--- config.mk ---
export PLATFORM = sky130hd
export DESIGN_NAME = adc_power_mode_control
export DESIGN_NICKNAME = d
export VERILOG_FILES = /design/src/adc_power_mode_control.v
export VERILOG_INCLUDE_DIRS = /design/src
export SDC_FILE = /design/constraint.sdc
export NUM_CORES = 1
export LEC_CHECK = 0
export BUFFER_PORTS_ARGS = -buffer_cell sky130_fd_sc_hd__clkbuf_2
export CAP_MARGIN = 0
export CELL_PAD_IN_SITES_DETAIL_PLACEMENT = 2
export CELL_PAD_IN_SITES_GLOBAL_PLACEMENT = 2
export CORE_UTILIZATION = 32
export DETAILED_ROUTE_END_ITERATION = 6
export GPL_TIMING_DRIVEN = 0
export MAX_ROUTING_LAYER = met4
export PLACE_DENSITY = 0.75
export SYNTH_ARGS = -nofsm -noshare
export SYNTH_HDL_FRONTEND = slang
export SYNTH_SLANG_ARGS = --single-unit
--- constraint.sdc ---
create_clock -name I_CLK_SYS -period 1.95 [get_ports I_CLK_SYS]
set_input_delay 0.0975 -clock I_CLK_SYS [delete_from_list [all_inputs] [get_ports I_CLK_SYS]]
set_output_delay 0.0975 -clock I_CLK_SYS [all_outputs]
set_load 0.01 [all_outputs]
--- src/pm_defs.vh ---
`ifndef PM_DEFS_VH
`define PM_DEFS_VH

// Power modes
`define MODE_NORMAL   2'h0
`define MODE_PARTIAL  2'h1
`define MODE_FULL     2'h2
`define MODE_W        2

// Falling-edge counts that frame the mode window
`define EDGE_GLITCH   6'h02
`define EDGE_KEEP     6'h0A
`define EDGE_TRACK    6'h0D
`define EDGE_FIRST    6'h0E
`define EDGE_ZEROS    6'h10
`define EDGE_SECOND   6'h1E
`define EDGE_RELEASE  6'h20
`define CNT_W         6

// Result layout
`define RES_W         12
`define RES_MSB       11
`define FRAME_W       16

// Partial wake time: 200 ns counted in 10 ns clock cycles
`define WAKE_CYC      5'h14
`define WAKE_W        5

`endif

--- src/adc_power_mode_control.v ---
`timescale 1ns/1ns
`default_nettype none
`include "pm_defs.vh"

module adc_power_mode_control (
   input  wire                I_CLK_SYS,       // System clock, 100 MHz
   input  wire                I_RESETN,        // Synchronous reset, active low
   input  wire                I_CS_N,          // Chip select from host, async
   input  wire                I_SCLK,          // Serial clock from host, async
   input  wire [`RES_MSB:0]   I_RESULT_A,      // Channel A result, unsigned binary
   input  wire [`RES_MSB:0]   I_RESULT_B,      // Channel B result, unsigned binary
   output reg                 O_SERIAL_OUT_FIRST,     // Data line one level
   output reg                 O_SERIAL_OUT_FIRST_OE,  // Data line one enable
   output reg                 O_SERIAL_OUT_SECOND,    // Data line two level
   output reg                 O_SERIAL_OUT_SECOND_OE, // Data line two enable
   output reg                 O_SAMPLE,        // Pulse: sample both inputs
   output reg                 O_TRACK,         // Track-and-hold in track
   output reg                 O_ANALOG_EN,     // Converter analog enable
   output reg                 O_REF_EN,        // Reference and buffers enable
   output reg  [`MODE_W-1:0]  O_MODE,          // Current power mode
   output reg                 O_READY          // Converter fully powered
);

   // ---------------------------------------------------------------
   // Input synchronisers
   // ---------------------------------------------------------------
   // Two stages settle the pins; the third is only the edge detector's history
   reg                cs_m_r, cs_s_r, cs_d_r;
   reg                sc_m_r, sc_s_r, sc_d_r;
   wire               cs_fall = cs_d_r & ~cs_s_r;
   wire               cs_rise = ~cs_d_r & cs_s_r;
   wire               sc_fall = sc_d_r & ~sc_s_r;
   wire               sc_rise = ~sc_d_r & sc_s_r;

   always @(posedge I_CLK_SYS) begin
      if (!I_RESETN) begin
         cs_m_r <= 1'b1;
         cs_s_r <= 1'b1;
         cs_d_r <= 1'b1;
         // Host parks the serial clock high, so release shows no false edge
         sc_m_r <= 1'b1;
         sc_s_r <= 1'b1;
         sc_d_r <= 1'b1;
      end else begin
         cs_m_r <= I_CS_N;
         cs_s_r <= cs_m_r;
         cs_d_r <= cs_s_r;
         sc_m_r <= I_SCLK;
         sc_s_r <= sc_m_r;
         sc_d_r <= sc_s_r;
      end
   end

   // ---------------------------------------------------------------
   // Frame state
   // ---------------------------------------------------------------
   reg  [`CNT_W-1:0]   cnt_r;
   reg                 active_r;
   reg  [`FRAME_W-1:0] sh_a_r, sh_b_r;
   reg  [`RES_MSB:0]   hold_a_r, hold_b_r;
   reg  [`MODE_W-1:0]  mode_r;
   reg                 wake_r;
   reg  [`WAKE_W-1:0]  wake_cnt_r;
   reg                 track_pend_r;

   // ---------------------------------------------------------------
   // Mode decision at select rise
   // ---------------------------------------------------------------
   // Judged from the count reached when select rises; a frame shorter
   // than two edges counts as a glitch, so noise on select never
   // changes the mode
   reg  [`MODE_W-1:0]  mode_nxt;

   always @* begin
      if (cnt_r < `EDGE_GLITCH) begin
         mode_nxt = mode_r;              // Glitch keeps the mode
      end else if (cnt_r < `EDGE_KEEP) begin
         if (mode_r == `MODE_NORMAL) begin
            mode_nxt = `MODE_PARTIAL;
         end else begin
            mode_nxt = `MODE_FULL;
         end
      end else begin
         mode_nxt = `MODE_NORMAL;
      end
   end

   // Power-on mode is undefined in the part; reset picks normal as a safe start
   always @(posedge I_CLK_SYS) begin
      if (!I_RESETN) begin
         cnt_r        <= {`CNT_W{1'b0}};
         active_r     <= 1'b0;
         sh_a_r       <= {`FRAME_W{1'b0}};
         sh_b_r       <= {`FRAME_W{1'b0}};
         hold_a_r     <= {`RES_W{1'b0}};
         hold_b_r     <= {`RES_W{1'b0}};
         mode_r       <= `MODE_NORMAL;
         wake_r       <= 1'b0;
         wake_cnt_r   <= {`WAKE_W{1'b0}};
         track_pend_r <= 1'b0;
         O_SERIAL_OUT_FIRST     <= 1'b0;
         O_SERIAL_OUT_FIRST_OE  <= 1'b0;
         O_SERIAL_OUT_SECOND    <= 1'b0;
         O_SERIAL_OUT_SECOND_OE <= 1'b0;
         O_SAMPLE     <= 1'b0;
         O_TRACK      <= 1'b1;
      end else begin
         O_SAMPLE <= 1'b0;
         if (cs_fall) begin
            // Sample, start, drive leading zero
            cnt_r    <= {`CNT_W{1'b0}};
            active_r <= 1'b1;
            O_SAMPLE <= 1'b1;
            O_TRACK  <= 1'b0;
            hold_a_r <= I_RESULT_A;  // Unsigned binary codes
            hold_b_r <= I_RESULT_B;
            // Two zeros lead the twelve bits and two trail them; the reload
            // at edge 16 repeats the layout for the other channel
            sh_a_r   <= {2'h0, I_RESULT_A, 2'h0};
            sh_b_r   <= {2'h0, I_RESULT_B, 2'h0};
            O_SERIAL_OUT_FIRST     <= 1'b0;
            O_SERIAL_OUT_SECOND    <= 1'b0;
            O_SERIAL_OUT_FIRST_OE  <= 1'b1;
            O_SERIAL_OUT_SECOND_OE <= 1'b1;
            // Powering up begins at the fall
            wake_r       <= (mode_r != `MODE_NORMAL);
            wake_cnt_r   <= {`WAKE_W{1'b0}};
            track_pend_r <= (mode_r == `MODE_PARTIAL);
         end else if (cs_rise && active_r) begin
            // Rise ends the frame and releases both lines
            active_r <= 1'b0;
            O_SERIAL_OUT_FIRST_OE  <= 1'b0;
            O_SERIAL_OUT_SECOND_OE <= 1'b0;
            O_TRACK      <= 1'b1;
            wake_r       <= 1'b0;
            track_pend_r <= 1'b0;
            // Dropping wake_r above undoes a glitch's power-up
            mode_r       <= mode_nxt;
         end else if (active_r) begin
            if (wake_r && wake_cnt_r != `WAKE_CYC)
               wake_cnt_r <= wake_cnt_r + 1'b1;
            // First clock edge after fall while waking from partial
            if (track_pend_r && (sc_fall || sc_rise)) begin
               O_TRACK      <= 1'b1;
               track_pend_r <= 1'b0;
            end
            // Back to track on the rising edge after edge 13
            if (sc_rise && cnt_r == `EDGE_TRACK)
               O_TRACK <= 1'b1;
            // Count stops at 32 so select may idle low without the frame wrapping
            if (sc_fall && cnt_r != `EDGE_RELEASE) begin
               cnt_r <= cnt_r + 1'b1;
               if (cnt_r + 1'b1 == `EDGE_RELEASE) begin
                  // Line released on edge 32; select may idle low
                  O_SERIAL_OUT_FIRST_OE  <= 1'b0;
                  O_SERIAL_OUT_SECOND_OE <= 1'b0;
               end else if (cnt_r + 1'b1 == `EDGE_ZEROS) begin
                  // Chain the other channel after the two zeros
                  sh_a_r <= {2'h0, hold_b_r, 2'h0};
                  sh_b_r <= {2'h0, hold_a_r, 2'h0};
                  O_SERIAL_OUT_FIRST  <= 1'b0;
                  O_SERIAL_OUT_SECOND <= 1'b0;
               end else begin
                  // MSB first, zeros after bit 14
                  sh_a_r <= {sh_a_r[`FRAME_W-2:0], 1'b0};
                  sh_b_r <= {sh_b_r[`FRAME_W-2:0], 1'b0};
                  O_SERIAL_OUT_FIRST  <= sh_a_r[`FRAME_W-2];
                  O_SERIAL_OUT_SECOND <= sh_b_r[`FRAME_W-2];
               end
            end
         end
      end
   end

   // ---------------------------------------------------------------
   // Power enables
   // ---------------------------------------------------------------
   // A wake-in-progress powers the analog side ahead of the mode change
   // Full wake has no timer here; the host times the deep wake itself,
   // so READY only follows the mode back to normal
   always @(posedge I_CLK_SYS) begin
      if (!I_RESETN) begin
         O_ANALOG_EN <= 1'b1;
         O_REF_EN    <= 1'b1;
         O_MODE      <= `MODE_NORMAL;
         O_READY     <= 1'b1;
      end else begin
         O_ANALOG_EN <= (mode_r == `MODE_NORMAL) | wake_r;
         O_REF_EN    <= (mode_r != `MODE_FULL) | wake_r;
         O_MODE      <= mode_r;
         O_READY     <= (mode_r == `MODE_NORMAL) |
                        (wake_r && mode_r == `MODE_PARTIAL && wake_cnt_r == `WAKE_CYC);
      end
   end

endmodule
`default_nettype wire

### Word-level counts from Yosys, hierarchy flattened

Cells that the tools add are included.

* output and inout port bits: 11
* input port bits: 28
* word-level logic and storage cells: 118
* register bits: 86

* mux-type cells: 34
* $lt $le $gt $ge: 2
* bitwise logic cells: 16
* equal/unequal tests: 10
* add/subtract/negate cells: 2
* reduce and logical (&&, ||, !) cells: 27

Operators by type and width (count)
* 14-bit two-way mux: 10
* 15-bit two-way mux: 2
* 1-bit two-way mux: 20
* 3-bit AND reduction: 4
* 3-bit nonzero test: 4
* 1-bit NOT: 9
* 4-bit AND reduction: 2
* 2-bit nonzero test: 4
* 1-bit logical AND: 7
* 6-bit by 1-bit adder with 6-bit output, second input constant: 1
* 6-bit by 4-bit equality test with 1-bit output, second input constant: 1
* 6-bit by 5-bit equality test with 1-bit output, second input constant: 1
* 6-bit equality test, second input constant: 1
* 6-bit by 2-bit less-than comparator with 1-bit output, second input constant: 1
* 6-bit by 4-bit less-than comparator with 1-bit output, second input constant: 1
* 2-bit inequality test, second input constant: 3
* 6-bit inequality test, second input constant: 1
* 5-bit by 1-bit adder with 5-bit output, second input constant: 1
* 5-bit equality test, second input constant: 1
* 5-bit inequality test, second input constant: 1
* 1-bit bitwise AND: 4
* 2-bit two-way mux: 2
* 2-bit AND reduction: 2
* 4-bit nonzero test: 1
* 5 further kinds: 7

### Longest topological paths before layout

Gate-level depths: netlist of the first run.

* word-level depth: 9
* mapped depth: 9

### Worst setup path before layout of the first run

No wires, ideal clock.

* kind: register to register
* start point: register cnt_r[3]
* end point: register sh_a_r[10]
* period minus slack after synthesis: 1.817 ns
* setup time: 0.138 ns
* data arrival time: 1.679 ns
* path slack: 0.133 ns
* stages on the path, launching flop included: 8
* path through: dfxtp_1 > buf_6 > or3b_4 > o32a_1 > and2_4 > nand3_4 > buf_6 > o221ai_1

* word-level cells in the longest chain between the ends: 8

RTL lines
* start: declaration: line adc_power_mode_control.v:57 `` reg [`CNT_W-1:0] cnt_r; ``
* start signal: assignment: line adc_power_mode_control.v:91 `` cnt_r <= {`CNT_W{1'b0}}; ``
* start signal: assignment: line adc_power_mode_control.v:111 `` cnt_r <= {`CNT_W{1'b0}}; ``
* start signal: assignment: line adc_power_mode_control.v:152 `cnt_r <= cnt_r + 1'b1;`
* 6-bit by 1-bit adder with 6-bit output: line adc_power_mode_control.v:153, adc_power_mode_control.v:157
* 6-bit by 5-bit equality test with 1-bit output (no source line)
* 15-bit two-way mux: line adc_power_mode_control.v:157 `` end else if (cnt_r + 1'b1 == `EDGE_ZEROS) begin ``
* 14-bit two-way mux: line adc_power_mode_control.v:153 `` if (cnt_r + 1'b1 == `EDGE_RELEASE) begin ``
* 14-bit two-way mux: line adc_power_mode_control.v:151 `` if (sc_fall && cnt_r != `EDGE_RELEASE) begin ``
* 14-bit two-way mux: line adc_power_mode_control.v:139 `end else if (active_r) begin`
* 14-bit two-way mux: line adc_power_mode_control.v:129 `end else if (cs_rise && active_r) begin`
* 14-bit two-way mux: line adc_power_mode_control.v:109 `if (cs_fall) begin`
* end signal: assignment: line adc_power_mode_control.v:119 `sh_a_r <= {2'h0, I_RESULT_A, 2'h0};`
* end signal: assignment: line adc_power_mode_control.v:159 `sh_a_r <= {2'h0, hold_b_r, 2'h0};`
* end signal: assignment: line adc_power_mode_control.v:165 `` sh_a_r <= {sh_a_r[`FRAME_W-2:0], 1'b0}; ``
* end: declaration: line adc_power_mode_control.v:59 `` reg [`FRAME_W-1:0] sh_a_r, sh_b_r; ``

Parallel ways exist; a longest one is shown, timed or not. The select of a mux whose other input is x is not followed.
A chain may end at the register's enable or synchronous reset.

### Worst setup path after layout of the first run

* start point: register cnt_r[0]
* end point: register sh_a_r[8]

The elaborated chain is that of the path after synthesis.

==> results of run 1 <==
-- path summary, 6_finish.rpt --
check | depth (start not counted) | slack (ns) | endpoint
setup / recovery | 7 | -0.02 | sh_a_r[8]
hold / removal | 3 | 0.01 | hold_b_r[5]
setup reg to reg | 7 | -0.02 | sh_a_r[8]
hold reg to reg | 1 | 0.42 | cs_s_r
-- critical path, cell delays in order, from the launching register on --
cell      delay, ns
dfxtp_4        0.41
and2_4         0.18
nand3b_1       0.11
a211oi_2       0.36
buf_6          0.19
buf_12         0.15
mux2i_1        0.25
o221ai_1       0.17
-- power by group through the flow --
stage               clock network, mW  logic (mW)  registers [mW]
floorplan                           0       0.125            1.79
global placement                    0       0.216            1.79
detailed placement                  0       0.226            1.79
CTS                              1.43       0.249            1.76
global route                     1.51       0.292            1.76
finish                           1.42       0.270            1.75
-- what timing repair did --
item | 4_1_cts | 5_1_grt
pin swaps | 3 | 1
gates cloned | 0 | 2
setup endpoints to repair | 49 | 33
setup buffers | 5 | 9
gates resized for setup | 20 | 37
hold buffers | 12 | 0
hold endpoints to repair | 13 | 0
-- area by class of cell --
type	count	area [µm²]
repair buffers	66	463
clock buffers	13	159
clock inverters	2	60.1
plain buffers	30	206
fillers	1162	5890
inverters	9	33.8
well taps	136	170
flip-flops and latches	82	1660
multi-input cells	261	1770
-- synth_stat cells, drive strengths merged (2+ instances only) --
cell type	number
a211oi	3
a21oi	34
a31oi	3
and2	4
and4	2
buf	13
clkbuf	19
dfxtp	82
ha	7
inv	9
mux2i	24
nand2	66
nand2b	8
nand3	7
nand3b	8
nand4	27
nand4b	2
nor2	16
nor2b	3
nor3	3
o21ai	6
o221ai	22
xnor2	2
xor2	6
-- cells by family (layout without fill, tap and decap cells) --
family / after synthesis / after routing
AOI/OAI and AO/OA: 74 / 74
DFF: 82 / 82
and+or+nand+nor: 148 / 148
buffers and inverters: 41 / 120
xor gates and xnor gates: 8 / 8
muxes: 24 / 24
adders and majority gates: 7 / 7
-- registers in the layout (all words and copies together) (netlist names), 2 cells and up --
signal      count
hold_a_r       12
hold_b_r       12
sh_b_r         13
mode_r          2
cnt_r           6
wake_cnt_r      5
O_MODE          2
sh_a_r         13
-- routing by layer --
layer	share of wire	GRT usage	vias to the layer above	wire length, µm
li1	-	-	1518	-
met1	0.45	0.276	1633	5600
met2	0.49	0.355	80	6030
met3	0.034	0.0319	33	422
met4	0.028	0.0734	0	342
met5	0	-	-	0
-- metrics by stage --
| step | power [mW] | hold WS [ns] | cells | util |
|---|---|---|---|---|
| detailed placement | 2.02 | 0.287 | 558 | 0.369 |
| global route | 3.56 | 0.0119 | 599 | 0.434 |
| CTS | 3.44 | 0.00230 | 589 | 0.410 |
| floorplan | 1.91 | 0.199 | 384 | - |
| global placement | 2.01 | 0.280 | 558 | 0.369 |
| finish | 3.44 | 0.0104 | 599 | 0.434 |
-- cells in the final DEF (no fill, tap or decap), types with 3 or more instances in the layout --
master,Yosys,layout
a21oi_1,34,34
a31oi_1,3,3
buf_4,4,14
buf_6,3,5
clkbuf_1,19,15
clkbuf_2,0,44
clkbuf_8,0,11
dfxtp_1,82,76
dfxtp_4,0,5
dlygate4sd3_1,0,12
ha_1,7,6
inv_1,8,8
mux2i_1,24,19
mux2i_2,0,5
nand2_1,65,65
nand2b_1,8,8
nand3_1,6,6
nand3b_1,8,8
nand4_1,27,27
nor2_1,16,16
nor2b_1,3,3
nor3_1,3,3
o21ai_0,6,6
o221ai_1,22,11
o221ai_2,0,10
xor2_1,6,6
==> key figures, run 1 <==
Synth
  • Mean Syn Cell Area: 9.06 µm²
  • Mux contribution to synthesized area: 0.0690
  • Post-Synth Adder-Cell Area: 0.0252
  • Gate Count Post-Synth: 384
  • Dominant cell type by area after synthesis: dfxtp_1
  • Yosys cell types: 39
  • Synth Flop Type: dfxtp_1
  • Synthesized area: 0.00348 mm²
  • Simple-Gate Fraction of Synth Area: 0.217
  • Synth Warn #: 0
  • Number of synthesized flops with an enable pin: 0
  • Compound-Gate Fraction of Synth Area: 0.141
  • FFs w/ async S/R, synth: 0
  • Xor/xnor share of the synthesized area: 0.0201
  • Syn Nets: 419
  • Yosys top cell area share: 0.472
  • Number of synthesized register bits: 82
  • Top cells by area, synth: dfxtp_1 (47%), nand2_1 (7.0%), mux2i_1 (6.9%), o221ai_1 (5.5%), a21oi_1 (4.9%)
  • Main combinational cell family by area after synthesis: simple AND/OR/NAND/NOR gates
  • Seq/Total Area, Yosys: 0.472

Timing
  • RSZ-0062 raised after global routing: true
  • Worst setup margin: -0.0176 ns
  • Clk_skew: 0.0149 ns
  • Max-slew violations: 0
  • Worst-margin pin slew: 0.795 ns
  • Setup TNS: -0.0340 ns
  • Fmax: 508 MHz
  • Final min period: 1.97 ns
  • Max-Slew Margin vs Limit: 0.470
  • Final Hold Vio Count: 0
  • Setup violators final: 4
  • Crit share post-route: 1.01

Setup path
  • Setup crit end kind: flop
  • CP required: 2.15 ns
  • Critical Path AT: 2.17 ns
  • Critical Path Start Type: flop
  • R2R Path Start: cnt_r[0]
  • Launch point of the critical path: cnt_r[0]
  • Critical path class: flop to flop
  • CP Max Fanout: 10

Floorplan
  • IO Pins: 39
  • Initial Util: 0.334
  • Die span in y: 106 µm
  • Die area: 0.0113 mm²
  • Placement Rows: 37
  • Chip width: 106 µm
  • Core area: 0.0104 mm²

Placed design
  • Post-DP Area: 0.00384 mm²
  • Final HPWL DP: 7610 µm
  • I/O Buffers: 38
  • Final Wtd Congestion: 0.747
  • DP Worst Slack: -0.323 ns

Layout
  • Share of layout cells above drive strength 1: 0.244
  • # diodes: 0
  • # nets final: 494
  • Syn-to-layout area delta: 30.0%
  • Final Cell Area: 0.00453 mm²

Power
  • Clock power frac: 0.413
  • Worst vdd ir: 0.267 mV
  • Psw: 0.837 mW
  • Flop pwr share: 0.509
  • Logic pwr share: 0.078
  • Int Pwr: 2.61 mW
  • Sw Ratio: 0.243
  • Pwr per Cell Area: 761 mW/mm²
  • LEAKAGE: 1.62 nW

Global routing
  • Initial antenna violation count: 0
  • GRT Total Usage: 0.218
  • Vias in the first global route: 3417
  • Grt total ovfl: 0
  • Largest net degree at the start of global routing: 13
  • First-pass GRT wire length: 18200 µm

CTS
  • Worst-Skew Late Latency: 0.37 ns
  • CTS Buffer Depth: 2
  • Clock Pin Slew Worst Setup and Hold Paths: 0.08 ns
  • CTS tree: done
  • Num CTS Buffers: 9
  • Htree depth: 3
  • Clk root buf: clkbuf_8
  • CTS Sinks: 82

Route
  • Iteration-0 DRC Markers: 162
  • Routed Antenna Nets: 0
  • DRT Pass-1 Iters: 4
  • Avg Vias per Cell: 5.45
  • Final WL: 12400 µm
  • DRC: 0
  • DR WL/cell: 20.7 µm
  • Via count: 3264

Hold path
  • Worst min-delay path class: primary input to flop
  • Min-delay src: I_RESULT_B[5]

Outcome
  • Run status: finished, violations left
  • Failing checks: negative setup slack

Flow run
  • Maximum capacitance violations: 0
Note: power is estimated with default switching activity, not from simulation.
==> inputs of run 2 (changes only) <==
Settings changed: SKIP_CTS_REPAIR_TIMING set to 1.
==> key figures, run 2 (synthesis results as in run 1) <==
Route
  • Avg Vias per Cell: 5.43 (was 5.45)
  • DR WL/cell: 20.4 µm (was 20.7 µm)
  • Routed Antenna Nets: 0 (unchanged)
  • Via count: 3181 (was 3264)
  • DRT Pass-1 Iters: 4 (unchanged)
  • DRC: 0 (unchanged)
  • Iteration-0 DRC Markers: 144 (was 162)
  • Final WL: 11900 µm (was 12400 µm)

Power
  • Pwr per Cell Area: 776 mW/mm² (was 761 mW/mm²)
  • Int Pwr: 2.59 mW (was 2.61 mW)
  • Worst vdd ir: 0.266 mV (was 0.267 mV)
  • Clock power frac: 0.413 (about the same)
  • Psw: 0.817 mW (was 0.837 mW)
  • Logic pwr share: 0.074 (was 0.078)
  • Sw Ratio: 0.239 (was 0.243)
  • Flop pwr share: 0.513 (was 0.509)
  • Tot Pwr: 3.41 mW (was 3.44 mW)
  • LEAKAGE: 1.56 nW (was 1.62 nW)

Layout
  • Largest regs: sh_a_r x13, sh_b_r x13 (unchanged)
  • Final Cell Area: 0.00440 mm² (was 0.00453 mm²)
  • Non-filler instance count after layout: 586 (was 599)
  • # nets final: 481 (was 494)
  • Commonest non-fill, non-tap cell in the layout: dfxtp_1 (unchanged)
  • Share of layout cells above drive strength 1: 0.247 (was 0.244)
  • Most frequent cells in the layout: dfxtp_1 (76), nand2_1 (65), clkbuf_2 (45), a21oi_1 (34), nand4_1 (27) (was dfxtp_1 (76), nand2_1 (65), clkbuf_2 (44), a21oi_1 (34), nand4_1 (27))
  • Footprint of the multi-input gates: 0.00178 mm² (was 0.00177 mm²)
  • Utilization after layout: 0.422 (was 0.434)
  • # fillers: 1148 (was 1162)
  • # diodes: 0 (unchanged)
  • Syn-to-layout area delta: 26.3% (was 30.0%)
  • Register Area: 0.00166 mm² (about the same)

CTS
  • CTS Buffer Depth: 2 (unchanged)
  • Num CTS Buffers: 9 (unchanged)
  • Htree depth: 3 (unchanged)
  • CTS Sinks: 82 (unchanged)
  • Clk root buf: clkbuf_8 (unchanged)
  • Worst-Skew Late Latency: 0.36 ns (was 0.37 ns)
  • Clock Pin Slew Worst Setup and Hold Paths: 0.08 ns (about the same)
  • CTS tree: done (unchanged)

Floorplan
  • IO Pins: 39 (unchanged)
  • Core area: 0.0104 mm² (unchanged)
  • Die span in y: 106 µm (unchanged)
  • Placement Rows: 37 (unchanged)
  • Chip width: 106 µm (unchanged)
  • Initial Util: 0.334 (unchanged)
  • Die area: 0.0113 mm² (unchanged)

Setup path
  • Critical Path AT: 2.26 ns (was 2.17 ns)
  • Setup crit end kind: flop (unchanged)
  • Critical Path Start Type: flop (unchanged)
  • CP required: 2.16 ns (was 2.15 ns)
  • Critical path class: flop to flop (unchanged)
  • CP Max Fanout: 10 (unchanged)

Placed design
  • Placed insts: 558 (unchanged)
  • I/O Buffers: 38 (unchanged)
  • DP Worst Slack: -0.323 ns (unchanged)
  • Final Wtd Congestion: 0.747 (unchanged)
  • Post-DP Area: 0.00384 mm² (unchanged)
  • Final HPWL DP: 7610 µm (unchanged)

Timing
  • Max-slew violations: 0 (unchanged)
  • Setup violators final: 10 (was 4)
  • Fmax: 489 MHz (was 508 MHz)
  • Clk_skew: 0.0117 ns (was 0.0149 ns)
  • RSZ-0062 raised after global routing: true (unchanged)
  • Worst setup margin: -0.0947 ns (was -0.0176 ns)
  • Hold Slack: -0.00690 ns (was 0.0104 ns)
  • Crit share post-route: 1.05 (was 1.01)
  • Setup TNS: -0.208 ns (was -0.0340 ns)
  • Max-Slew Margin vs Limit: 0.412 (was 0.470)
  • Final Hold Vio Count: 2 (was 0)
  • Worst-margin pin slew: 0.882 ns (was 0.795 ns)
  • Final min period: 2.04 ns (was 1.97 ns)

Global routing
  • Largest net degree at the start of global routing: 13 (unchanged)
  • Initial antenna violation count: 0 (unchanged)
  • Grt total ovfl: 0 (unchanged)
  • Vias in the first global route: 3257 (was 3417)
  • First-pass GRT wire length: 17500 µm (was 18200 µm)
  • GRT Total Usage: 0.209 (was 0.218)

Outcome
  • Run status: finished, violations left (unchanged)
  • Failing checks: negative hold slack, negative setup slack (was negative setup slack)

Hold path
  • Worst min-delay path class: primary input to flop (unchanged)

Flow run
  • Maximum capacitance violations: 0 (unchanged)
[run 2: area by class of cell]
class | instances | share of cell area
multi-input combinational | 261 | 0.405
sequential | 82 | 0.377
timing repair buffer | 53 | 0.0780
buffer | 30 | 0.0438
tap | 136 | 0.0387
clock buffer | 13 | 0.0361
clock inverter | 2 | 0.0137
inverter | 9 | 0.00768
[run 2: worst paths after layout]
kind            startpoint          end  slack (ns)  cells after the start
max               cnt_r[1]    sh_a_r[8]       -0.09                      7
min          I_RESULT_B[0]  hold_b_r[0]      -0.007                      3
max reg2reg       cnt_r[1]    sh_a_r[8]       -0.09                      7
min reg2reg         cs_m_r       cs_s_r        0.42                      1
[run 2: routing by layer]
layer / vias up / part of all wire / global-route usage
li1: 1506 / - / -
met1: 1600 / 0.46 / 0.276
met2: 54 / 0.49 / 0.328
met3: 21 / 0.027 / 0.0258
met4: 0 / 0.019 / 0.0744
met5: - / 0 / -
[run 2: critical path: stages, from the launching register on]
cell	delay, ns
dfxtp_4	0.38
a21oi_1	0.20
nand2_1	0.13
a211oi_2	0.36
buf_6	0.19
buf_8	0.17
mux2i_1	0.32
o221ai_2	0.15
[run 2: power by group through the flow]
stage	sequential (mW)	clock, mW	combinational, mW
6_report	1.75	1.41	0.252
5_1_grt	1.76	1.51	0.276
4_1_cts	1.76	1.43	0.228
3_5_place_dp	1.79	0	0.226
3_3_place_gp	1.79	0	0.216
2_1_floorplan	1.79	0	0.125
